### src/verilog/ext_bus_params.svh
// constants for the external data move bus controller
`ifndef EXT_BUS_PARAMS_SVH
`define EXT_BUS_PARAMS_SVH

// register indices on the 4-bit register port
`define REG_CONFIG 4'h0
`define REG_ADDR_LOW 4'h1
`define REG_ADDR_HIGH 4'h2
`define REG_WRITE_DATA 4'h3
`define REG_COMMAND 4'h4
`define REG_STATUS 4'h5
`define REG_READ_DATA 4'h6
`define REG_DURATION 4'h7

// config field positions
`define CFG_LATCH_LSB 0
`define CFG_LATCH_MSB 1
`define CFG_WIDTH_LSB 2
`define CFG_WIDTH_MSB 4
`define CFG_SETUP_HOLD_BIT 5
`define CFG_SHORT_MODE_BIT 6
`define CFG_RESET 8'h00

// command field positions
`define CMD_WRITE_BIT 0
`define CMD_WIDE_ADDR_BIT 1
`define CMD_ON_CHIP_BIT 2

// status field positions
`define STAT_BUSY_BIT 0
`define STAT_DONE_BIT 1
`define STAT_REFUSED_BIT 2

// on-chip auxiliary ram
`define AUX_RAM_DEPTH 64
`define AUX_RAM_ADDR_BITS 6

// fixed on-chip access time in cycles, and its counter preload
`define ON_CHIP_CYCLES 3
`define ON_CHIP_PRELOAD 3'h2

`endif

### src/verilog/ext_bus_pkg.sv
// types for the external data move bus controller
`include "ext_bus_params.svh"

package ext_bus_pkg;

  typedef enum logic [2:0] {
    phase_idle = 3'b000,
    phase_latch = 3'b001,
    phase_addr_hold = 3'b010,
    phase_gap = 3'b011,
    phase_setup = 3'b100,
    phase_strobe = 3'b101,
    phase_post = 3'b110,
    phase_on_chip = 3'b111
  } phase_type;

  typedef struct packed {
    phase_type phase;
    logic [2:0] count;
    logic [1:0] latch_stretch;
    logic [2:0] width_stretch;
    logic strobe_setup_hold_extension;
    logic short_access_mode_bit;
    logic [15:0] address;
    logic [7:0] write_data;
    logic is_write;
    logic wide_addr;
    logic [7:0] read_data;
    logic done;
    logic refused;
    logic [4:0] duration;
    logic [7:0] reg_rdata;
    logic ale;
    logic read_strobe_n;
    logic write_strobe_n;
    logic busy;
    logic [7:0] ad_out;
    logic ad_oe;
    logic [7:0] addr_high;
    logic [`AUX_RAM_DEPTH-1:0][7:0] aux_ram;
  } state_type;

endpackage

### src/verilog/external_external_data_move_bus_interface.sv
// external data move bus controller with on-chip auxiliary ram
//
// Functional notes
// - latch phase stretch of zero to three
// - strobe width stretch of zero to seven
// - strobe setup/hold stretch of zero or one
// - address driven one plus latch stretch early
// - address held one plus latch stretch after
// - strobe starts 2+2M+L after latch falls
// - read releases bus before read strobe
// - read data sampled 1+N after strobe
// - write data valid 1+L before strobe
// - write data valid 2+L+N before release
// - wait 1+L after strobe before next latch
// - external moves take three to twenty-three cycles
// - on-chip moves take three cycles, no bus
// - access duration set by mode and stretches
//
// Local design decisions: the placing of the registers and strobed register access.
`timescale 1ns/1ps
`include "ext_bus_params.svh"

module external_external_data_move_bus_interface
  import ext_bus_pkg::*;
(
  input wire logic clock,
  input wire logic rst,
  input wire logic [3:0] reg_addr,
  input wire logic [7:0] reg_wdata,
  input wire logic reg_write,
  input wire logic reg_read,
  output logic [7:0] reg_rdata,
  input wire logic [7:0] ad_in,
  output logic [7:0] ad_out,
  output logic ad_oe,
  output logic [7:0] addr_high,
  output logic ale,
  output logic read_strobe_n,
  output logic write_strobe_n,
  output logic busy
);
  import ext_bus_pkg::*;

  state_type state_reg;
  state_type state_next;

  // cycles a phase lasts, minus one, as the counter preload
  function automatic logic [2:0] phase_preload(
    input phase_type phase,
    input logic [1:0] m,
    input logic [2:0] n,
    input logic l
  );
    logic [2:0] value;
    value = 3'h0;
    case (phase)
      phase_latch: value = {1'b0, m};
      phase_addr_hold: value = {1'b0, m};
      phase_gap: value = {1'b0, m} - 3'h1;
      phase_setup: value = {2'b00, l};
      phase_strobe: value = n;
      phase_post: value = {2'b00, l};
      phase_on_chip: value = `ON_CHIP_PRELOAD;
      default: value = 3'h0;
    endcase
    return value;
  endfunction

  // phase that follows once the current one has run out
  function automatic phase_type phase_after(
    input phase_type phase,
    input logic [1:0] m
  );
    phase_type value;
    value = phase_idle;
    case (phase)
      phase_latch: value = phase_addr_hold;
      phase_addr_hold: value = (m != 2'b00) ? phase_gap : phase_setup;
      phase_gap: value = phase_setup;
      phase_setup: value = phase_strobe;
      phase_strobe: value = phase_post;
      phase_post: value = phase_idle;
      phase_on_chip: value = phase_idle;
      default: value = phase_idle;
    endcase
    return value;
  endfunction

  // a strobe is low only in the strobe phase of an access of its own direction;
  // both pins share this one decode, so they can never be low together
  function automatic logic strobe_active(
    input phase_type phase,
    input logic is_write,
    input logic want_write
  );
    return (phase == phase_strobe) && (is_write == want_write);
  endfunction

  logic is_busy;
  logic last_cycle;
  phase_type start_phase;

  assign is_busy = (state_reg.phase != phase_idle);
  // the counter holds the cycles left in the phase, minus one
  assign last_cycle = (state_reg.count == 3'h0);

  // short mode skips the latch and address phases altogether
  assign start_phase = reg_wdata[`CMD_ON_CHIP_BIT] ? phase_on_chip :
                       state_reg.short_access_mode_bit ? phase_setup : phase_latch;

  always_comb begin
    state_next = state_reg;

    // sequencing of a running access
    if (is_busy) begin
      if (!last_cycle) begin
        state_next.count = state_reg.count - 3'h1;
      end else begin
        state_next.phase = phase_after(state_reg.phase, state_reg.latch_stretch);
        state_next.count = phase_preload(state_next.phase, state_reg.latch_stretch,
                                         state_reg.width_stretch,
                                         state_reg.strobe_setup_hold_extension);
      end
      if (!(last_cycle && phase_after(state_reg.phase, state_reg.latch_stretch)
            == phase_idle)) begin
        state_next.duration = state_reg.duration + 5'h01;
      end else begin
        state_next.done = 1'b1;
      end
      // read data is taken at the end of the widened strobe
      if (state_reg.phase == phase_strobe && last_cycle && !state_reg.is_write) begin
        state_next.read_data = ad_in;
      end
      if (state_reg.phase == phase_on_chip && last_cycle) begin
        if (state_reg.is_write) begin
          state_next.aux_ram[state_reg.address[`AUX_RAM_ADDR_BITS-1:0]] =
            state_reg.write_data;
        end else begin
          state_next.read_data =
            state_reg.aux_ram[state_reg.address[`AUX_RAM_ADDR_BITS-1:0]];
        end
      end
    end

    // register writes; settings are frozen while an access runs
    if (reg_write) begin
      case (reg_addr)
        `REG_CONFIG: begin
          // a refused write leaves the running access untouched
          if (is_busy) begin
            state_next.refused = 1'b1;
          end else begin
            state_next.latch_stretch = reg_wdata[`CFG_LATCH_MSB:`CFG_LATCH_LSB];
            state_next.width_stretch = reg_wdata[`CFG_WIDTH_MSB:`CFG_WIDTH_LSB];
            state_next.strobe_setup_hold_extension =
              reg_wdata[`CFG_SETUP_HOLD_BIT];
            state_next.short_access_mode_bit = reg_wdata[`CFG_SHORT_MODE_BIT];
          end
        end
        `REG_ADDR_LOW: begin
          if (is_busy) begin
            state_next.refused = 1'b1;
          end else begin
            state_next.address[7:0] = reg_wdata;
          end
        end
        `REG_ADDR_HIGH: begin
          if (is_busy) begin
            state_next.refused = 1'b1;
          end else begin
            state_next.address[15:8] = reg_wdata;
          end
        end
        `REG_WRITE_DATA: begin
          if (is_busy) begin
            state_next.refused = 1'b1;
          end else begin
            state_next.write_data = reg_wdata;
          end
        end
        `REG_COMMAND: begin
          // a second access is not queued, it is refused
          if (is_busy) begin
            state_next.refused = 1'b1;
          end else begin
            state_next.phase = start_phase;
            state_next.count = phase_preload(start_phase, state_reg.latch_stretch,
                                             state_reg.width_stretch,
                                             state_reg.strobe_setup_hold_extension);
            state_next.is_write = reg_wdata[`CMD_WRITE_BIT];
            state_next.wide_addr = reg_wdata[`CMD_WIDE_ADDR_BIT];
            state_next.done = 1'b0;
            state_next.duration = 5'h01;
          end
        end
        `REG_STATUS: begin
          // write one to clear; a refusal needs a write to another index, so none collides
          if (reg_wdata[`STAT_REFUSED_BIT]) begin
            state_next.refused = 1'b0;
          end
        end
        default: begin
        end
      endcase
    end

    // register reads answer one cycle later
    if (reg_read) begin
      case (reg_addr)
        `REG_CONFIG: state_next.reg_rdata = {1'b0, state_reg.short_access_mode_bit,
                                             state_reg.strobe_setup_hold_extension,
                                             state_reg.width_stretch,
                                             state_reg.latch_stretch};
        `REG_ADDR_LOW: state_next.reg_rdata = state_reg.address[7:0];
        `REG_ADDR_HIGH: state_next.reg_rdata = state_reg.address[15:8];
        `REG_WRITE_DATA: state_next.reg_rdata = state_reg.write_data;
        `REG_COMMAND: state_next.reg_rdata = {5'h00, state_reg.phase == phase_on_chip,
                                              state_reg.wide_addr, state_reg.is_write};
        `REG_STATUS: state_next.reg_rdata = {5'h00, state_reg.refused, state_reg.done,
                                             is_busy};
        `REG_READ_DATA: state_next.reg_rdata = state_reg.read_data;
        `REG_DURATION: state_next.reg_rdata = {3'h0, state_reg.duration};
        default: state_next.reg_rdata = 8'h00;
      endcase
    end else begin
      state_next.reg_rdata = 8'h00;
    end

    // pin levels follow the phase being entered, so they leave flip-flops
    state_next.ale = (state_next.phase == phase_latch);
    state_next.busy = (state_next.phase != phase_idle);
    // only one strobe exists per access, decoded from one phase
    state_next.read_strobe_n =
      !strobe_active(state_next.phase, state_next.is_write, 1'b0);
    state_next.write_strobe_n =
      !strobe_active(state_next.phase, state_next.is_write, 1'b1);
    case (state_next.phase)
      phase_latch, phase_addr_hold: begin
        state_next.ad_oe = 1'b1;
        state_next.ad_out = state_next.address[7:0];
      end
      phase_setup, phase_strobe, phase_post: begin
        // on a read the bus is already released when the strobe falls
        state_next.ad_oe = state_next.is_write;
        state_next.ad_out = state_next.is_write ? state_next.write_data : 8'h00;
      end
      default: begin
        state_next.ad_oe = 1'b0;
        state_next.ad_out = 8'h00;
      end
    endcase
    // narrow addressing leaves the high address port at zero
    if (state_next.phase != phase_idle && state_next.phase != phase_on_chip &&
        state_next.wide_addr) begin
      state_next.addr_high = state_next.address[15:8];
    end else begin
      state_next.addr_high = 8'h00;
    end
  end

  always_ff @(posedge clock or posedge rst) begin
    if (rst) begin
      state_reg.phase <= phase_idle;
      state_reg.count <= 3'h0;
      state_reg.latch_stretch <= 2'(`CFG_RESET);
      state_reg.width_stretch <= 3'h0;
      state_reg.strobe_setup_hold_extension <= 1'b0;
      state_reg.short_access_mode_bit <= 1'b0;
      state_reg.address <= 16'h0000;
      state_reg.write_data <= 8'h00;
      state_reg.is_write <= 1'b0;
      state_reg.wide_addr <= 1'b0;
      state_reg.read_data <= 8'h00;
      state_reg.done <= 1'b0;
      state_reg.refused <= 1'b0;
      state_reg.duration <= 5'h00;
      state_reg.reg_rdata <= 8'h00;
      state_reg.ale <= 1'b0;
      state_reg.read_strobe_n <= 1'b1;
      state_reg.write_strobe_n <= 1'b1;
      state_reg.busy <= 1'b0;
      state_reg.ad_out <= 8'h00;
      state_reg.ad_oe <= 1'b0;
      state_reg.addr_high <= 8'h00;
      state_reg.aux_ram <= '0;
    end else begin
      state_reg <= state_next;
    end
  end

  assign reg_rdata = state_reg.reg_rdata;
  assign ad_out = state_reg.ad_out;
  assign ad_oe = state_reg.ad_oe;
  assign addr_high = state_reg.addr_high;
  assign ale = state_reg.ale;
  assign read_strobe_n = state_reg.read_strobe_n;
  assign write_strobe_n = state_reg.write_strobe_n;
  // busy has its own flip-flop that tracks the phase being entered
  assign busy = state_reg.busy;

endmodule

### config.mk
export PLATFORM = sky130hd
export DESIGN_NAME = external_external_data_move_bus_interface
export DESIGN_NICKNAME = d
export VERILOG_FILES = /design/src/verilog/ext_bus_pkg.sv /design/src/verilog/external_external_data_move_bus_interface.sv
export VERILOG_INCLUDE_DIRS = /design/src /design/src/verilog
export SDC_FILE = /design/constraint.sdc
export NUM_CORES = 1
export LEC_CHECK = 0
export BUFFER_PORTS_ARGS = -buffer_cell sky130_fd_sc_hd__buf_4
export CAP_MARGIN = 40
export CORE_MARGIN = 1
export CORE_UTILIZATION = 40
export DETAILED_ROUTE_END_ITERATION = 10
export HOLD_SLACK_MARGIN = 0.05
export PLACE_DENSITY_LB_ADDON = 0.3
export SLEW_MARGIN = 25
export SYNTH_ARGS = -nofsm -noshare
export SYNTH_HDL_FRONTEND = slang
export SYNTH_SLANG_ARGS = --single-unit
### constraint.sdc
create_clock -name clock -period 16.2 [get_ports clock]
set_input_delay 0.81 -clock clock [delete_from_list [all_inputs] [get_ports clock]]
set_output_delay 0.81 -clock clock [all_outputs]
set_load 0.03 [all_outputs]
; Word-level counts from Yosys, hierarchy flattened
; Index checks and enable logic that the tools add are counted.
[totals]
in_bits = 24
reg_bits = 595
output_inout_bits = 29
word_cells = 207
[op_classes]
reduce_logical = 29
muxes = 50
magnitude_cmp = 2
add_sub_neg = 3
eq_ne = 35
bitwise = 2
[op_table]
columns = operator, count
row1 = $bwmux W512, 1
row2 = $mux W8, 14
row3 = $pmux W8 S8, 1
row4 = $bmux W8 S6, 1
row5 = $demux W8 S6, 1
row6 = $pmux W3 S5, 3
row7 = $eq A3 B3 Y1 const B, 14
row8 = $mux W39, 1
row9 = $mux W3, 8
row10 = $eq A3 B2 Y1 const B, 7
row11 = $mux W7, 3
row12 = $mux W5, 4
row13 = $mux W6, 3
row14 = $pmux W9 S2, 1
row15 = $eq A4 B3 Y1 const B, 4
row16 = $eq A3 B1 Y1 const B, 4
row17 = $reduce_or A2 Y1, 5
row18 = $logic_and A1 B1 Y1, 9
row19 = $eq A4 B2 Y1 const B, 2
row20 = $lt A6 B7 Y1 const B, 1
row21 = $ge A6 B1 Y1 const B, 1
row22 = $logic_not A3 Y1, 2
row23 = $mux W1, 6
row24 = $reduce_and A3 Y1, 2
row25 = other kinds (17), 23

; Depth between registers and ports, before layout
[logic_depth]
word_depth = 17
mapped_depth = 10

; Worst setup path before layout
; No wires, ideal clock.
[synth_timing]
path_kind = input-to-reg
startpoint = input port reg_addr[3]
endpoint = register, netlist name ad_out[0]
path_buffers = 2
path_slack_ps = 13752
arrival_ps = 2327
path_stages = 8
setup_ps = 122
t_required_ps = 16078
path_cell_list = clkbuf_1 -> nor2_1 -> nand4_2 -> o221ai_2 -> nand2_1 -> and3_1 -> buf_2 -> a32o_1
[synth_rtl]
columns = item, line_no
row1 = "start, declared", external_external_data_move_bus_interface.sv:28  ; input wire logic [3:0] reg_addr,

; Worst setup path in the final report
[layout_timing]
startpoint = register state_reg[567] (netlist name)
endpoint = register state_reg[472] (netlist name)
[layout_between]
elab_chain_len = 5
elab_cells_between_ends = 6
classes_between = order compare (2) / mux (3) / reduce/logical (1)
[layout_lines]
columns = item, line_no
row1 = "start, declared", external_external_data_move_bus_interface.sv:44  ; state_type state_reg;
row2 = "start signal, assigned", external_external_data_move_bus_interface.sv:287  ; state_reg <= state_next;
row3 = $lt A6 B7 Y1 / $ge A6 B1 Y1 (equally long branches), external_external_data_move_bus_interface.sv:136  ; state_next.aux_ram[state_reg.address[`AUX_RAM_ADDR_BITS-1:0]] =
row4 = $logic_and A1 B1 Y1, external_external_data_move_bus_interface.sv:136
row5 = $mux W8, external_external_data_move_bus_interface.sv:136
row6 = $demux W8 S6 (*), external_external_data_move_bus_interface.sv:136
row7 = $bwmux W512 (*), external_external_data_move_bus_interface.sv:136
; Every way passes the cells marked *; elsewhere a longest branch is shown, timed or not.
; A chain may end at the register's enable or synchronous reset.

==> results by group <==
Floorplan
  • Initial Util: between 40% and 50%
  • Ports: 53
  • CORE AREA: 69070 µm²
  • Die width: 266.9 µm
  • Chip Height: 266.9 µm
  • Die Footprint: 71260 µm²
  • Row cnt: 96

Routing
  • Total Wirelength: 81160 µm
  • Initial drt markers: 1832
  • Drt wl/cell: 26.65 µm
  • # DRC: 0
  • Drt pass-1 iters: 6
  • DRT antenna net count: 0
  • Vias per cell: 5.951
  • DR vias: 18120

Layout
  • Fin cells: 3045
  • Commonest non-fill, non-tap cells in the layout: mux2_2, dfrtp_1, buf_4, clkbuf_16, mux2i_1
  • Ant diodes: 0
  • Layout Nets: 2102
  • FILL cells: 6158
  • Layout area overhead: 12.01%
  • Max FFs per register: 566
  • Fraction of layout cells with a size suffix above 1: about 44%

Worst setup path
  • Critical Path, Cell by Cell: buf_4, nor2b_2, buf_4, nand2_4, nor2_4, mux2_2
  • CP arrival: 4.25 ns
  • Critical path peak fanout: 47
  • Slowest cell on crit path: dfrtp_4
  • CP Launch Type: register
  • Setup CP Type: reg -> reg
  • Cell repeated most along the worst path: buf_4
  • Worst path max stage delay: just over 0.8 ns
  • Worst Path Required: roughly 17 ns
  • Crit end category: register

Synth
  • Ys Warns: 0
  • Ranking of synthesized cells by area: dfrtp_1, mux2_2, mux4_2
  • Post-Syn Nets: 2110
  • Syn Area/Cell: about 13 µm²
  • Synthesized area: 28080 µm²
  • Number of flops mapped to enable cells by yosys: 0
  • Netlist cell types: 74
  • Ys flop type: dfrtp_1
  • Seq cells post-synth: ~600
  • Syn Inst Count: 2082
  • Async set-or-reset flop fraction in the synthesized netlist: between 90% and 100%
  • Sequential element share of the synthesized area: 53.04%
  • Synth top area share: 52.85%
  • Largest area contributor in the netlist: dfrtp_1

Clock network
  • CTS clk-pin slew, worst paths: 0.06 ns
  • Max clock buf depth: 3
  • CTS tree: done
  • Num CTS Buffers: 67
  • Post-CTS Setup Bufs: 0
  • Worst-Skew Late Latency: a little over 0.6 ns
  • Clk sink count: ~600
  • Hold Buf Count CTS: 0
  • Resized cells post-CTS: 0
  • H-tree depth: 3
  • Clk Tree Root Cell: clkbuf_16

Placement
  • # placed instances: 2931
  • GPL Wtd Cong: a little under 0.9
  • Port-buffer cells: 52
  • HPWL Detailed: between 50000 and 60000 µm

Global routing
  • First-pass GRT wire length: 124100 µm
  • Total grt overflow: 0
  • Vias in the first global route: 18920
  • Largest net degree at the start of global routing: 162
  • Busiest grt layer: met2
  • Met2 Usage GRT: 36.87%
  • Gr usage total: 23.24%
  • Antenna violations before repair: 2
  • M3 GR Usage: roughly 5.1%
  • M1 GR Usage: 31.34%

Outcome
  • Status: completed

Timing
  • Minimum clock period: 3.779 ns
  • Setup_tns: 0 ns
  • Clk_skew: 0.02702 ns
  • Relative max-transition margin: 32.23%
  • Final hold viol count: 0
  • RSZ-0062 raised after global routing: false
  • Worst Tran Pin Value: 1.017 ns
  • Max Fclk: 0.2646 GHz
  • Hold slack: roughly 0.24 ns
  • Final Setup Violations: 0
  • Final Max Slew Viols: 0
  • Final worst path period share: 23.33%

Hold path
  • Hold crit path type: in -> async

Power and ir drop
  • Max VDD drop: ~0.000093 V
  • PD cells: 141.0 nW/µm²
  • Static leakage: 14.72 nW

Flow run
  • Max Cap Viol: 0
[critical path, delay by kind of cell, from the launching register on]
family / cells / cell delay (ns)
buffers and inverters: 2 / 1.05
flip-flops: 1 / 0.83
multiplexers: 1 / 0.39
AND/OR/NAND/NOR: 3 / 1.27
[synthesized netlist by cell type, types with 6 or more instances]
| library cell | n |
|---|---|
| a21oi_1 | 58 |
| a221oi_1 | 35 |
| a22o_1 | 11 |
| a22oi_1 | 54 |
| a31oi_1 | 13 |
| a32o_1 | 11 |
| a32oi_1 | 6 |
| and3_1 | 8 |
| buf_1 | 15 |
| buf_2 | 32 |
| buf_4 | 32 |
| clkbuf_1 | 100 |
| dfrtp_1 | 593 |
| inv_1 | 12 |
| mux2_1 | 16 |
| mux2_2 | 582 |
| mux2i_1 | 64 |
| mux4_2 | 44 |
| nand2_1 | 52 |
| nand2_2 | 33 |
| nand2b_1 | 6 |
| nand3_1 | 31 |
| nor2_1 | 57 |
| nor2_2 | 9 |
| nor2_4 | 24 |
| nor2b_1 | 21 |
| nor3_1 | 7 |
| nor3b_1 | 6 |
| o211ai_1 | 9 |
| o21ai_0 | 33 |
| o221ai_1 | 6 |
| o22ai_1 | 8 |
| o2bb2ai_1 | 8 |
[kinds of logic (layout without fill, tap and decap cells)]
| kind of cell | count (synthesis) | after routing | synth area share (%) |
|---|---|---|---|
| mux | 706 | 706 | 29.79 |
| simple gates | 295 | 295 | 6.288 |
| flops | 595 | 595 | 53.04 |
| compound gates | 286 | 286 | 7.384 |
| buf+inv | 192 | 224 | 3.164 |
| xor+xnor | 4 | 4 | 0.1515 |
| fa+ha+maj | 4 | 4 | 0.1783 |
[per-layer routing]
layer	up-vias	wire, µm
li1	7652	-
met1	9594	34540
met2	712	37930
met3	163	6072
met4	0	2620
met5	-	0
[area by class of cell]
class,instances,area (µm²),area share (%)
multi-input cells,1295,12330,39.20
well taps,931,1165,3.704
clock inverters,11,90.09,0.2864
clock buffers,98,1966,6.250
inverters,12,48.80,0.1552
repair buffers,103,939.7,2.988
flip-flops and latches,595,14910,47.42
[power breakdown]
part | total (mW) | switching (mW) | internal, mW
sequential | 1.75 | 0.180 | 1.57
clock | 1.45 | 0.601 | 0.851
combinational | 1.23 | 0.871 | 0.362
[path summary, 6_finish.rpt]
kind / from / to / slack (ns) / cells past startpoint
min in group clock: reg_wdata[4] / state_reg[586]$_DFFE_PP0P_ / 0.48 / 2
worst max-delay path: state_reg[567]$_DFF_PP0_ / state_reg[472]$_DFFE_PP0P_ / 12.42 / 6
worst min register to register: state_reg[312]$_DFFE_PP0P_ / state_reg[312]$_DFFE_PP0P_ / 0.48 / 1
worst min-delay path: rst / state_reg[461]$_DFFE_PP0P_ / 0.24 / 2
max in group asynchronous: rst / state_reg[101]$_DFFE_PP0P_ / 14.14 / 6
worst max register to register: state_reg[567]$_DFF_PP0_ / state_reg[472]$_DFFE_PP0P_ / 12.42 / 6
[through the flow]
| stage | util [%] | instance area, µm² | worst slack [ns] | power (mW) |
|---|---|---|---|---|
| after detailed placement | 42.40 | 29290 | 12.33 | 2.963 |
| after global placement | 42.19 | 29140 | 12.32 | 2.939 |
| final | 45.54 | 31450 | 12.42 | 4.434 |
| after CTS | 45.38 | 31340 | 12.31 | 4.426 |
| after global routing | 45.54 | 31450 | 12.37 | 4.594 |
| after floorplan | - | 28080 | 7.278 | 2.487 |
Note: power is estimated with default switching activity, not from simulation.
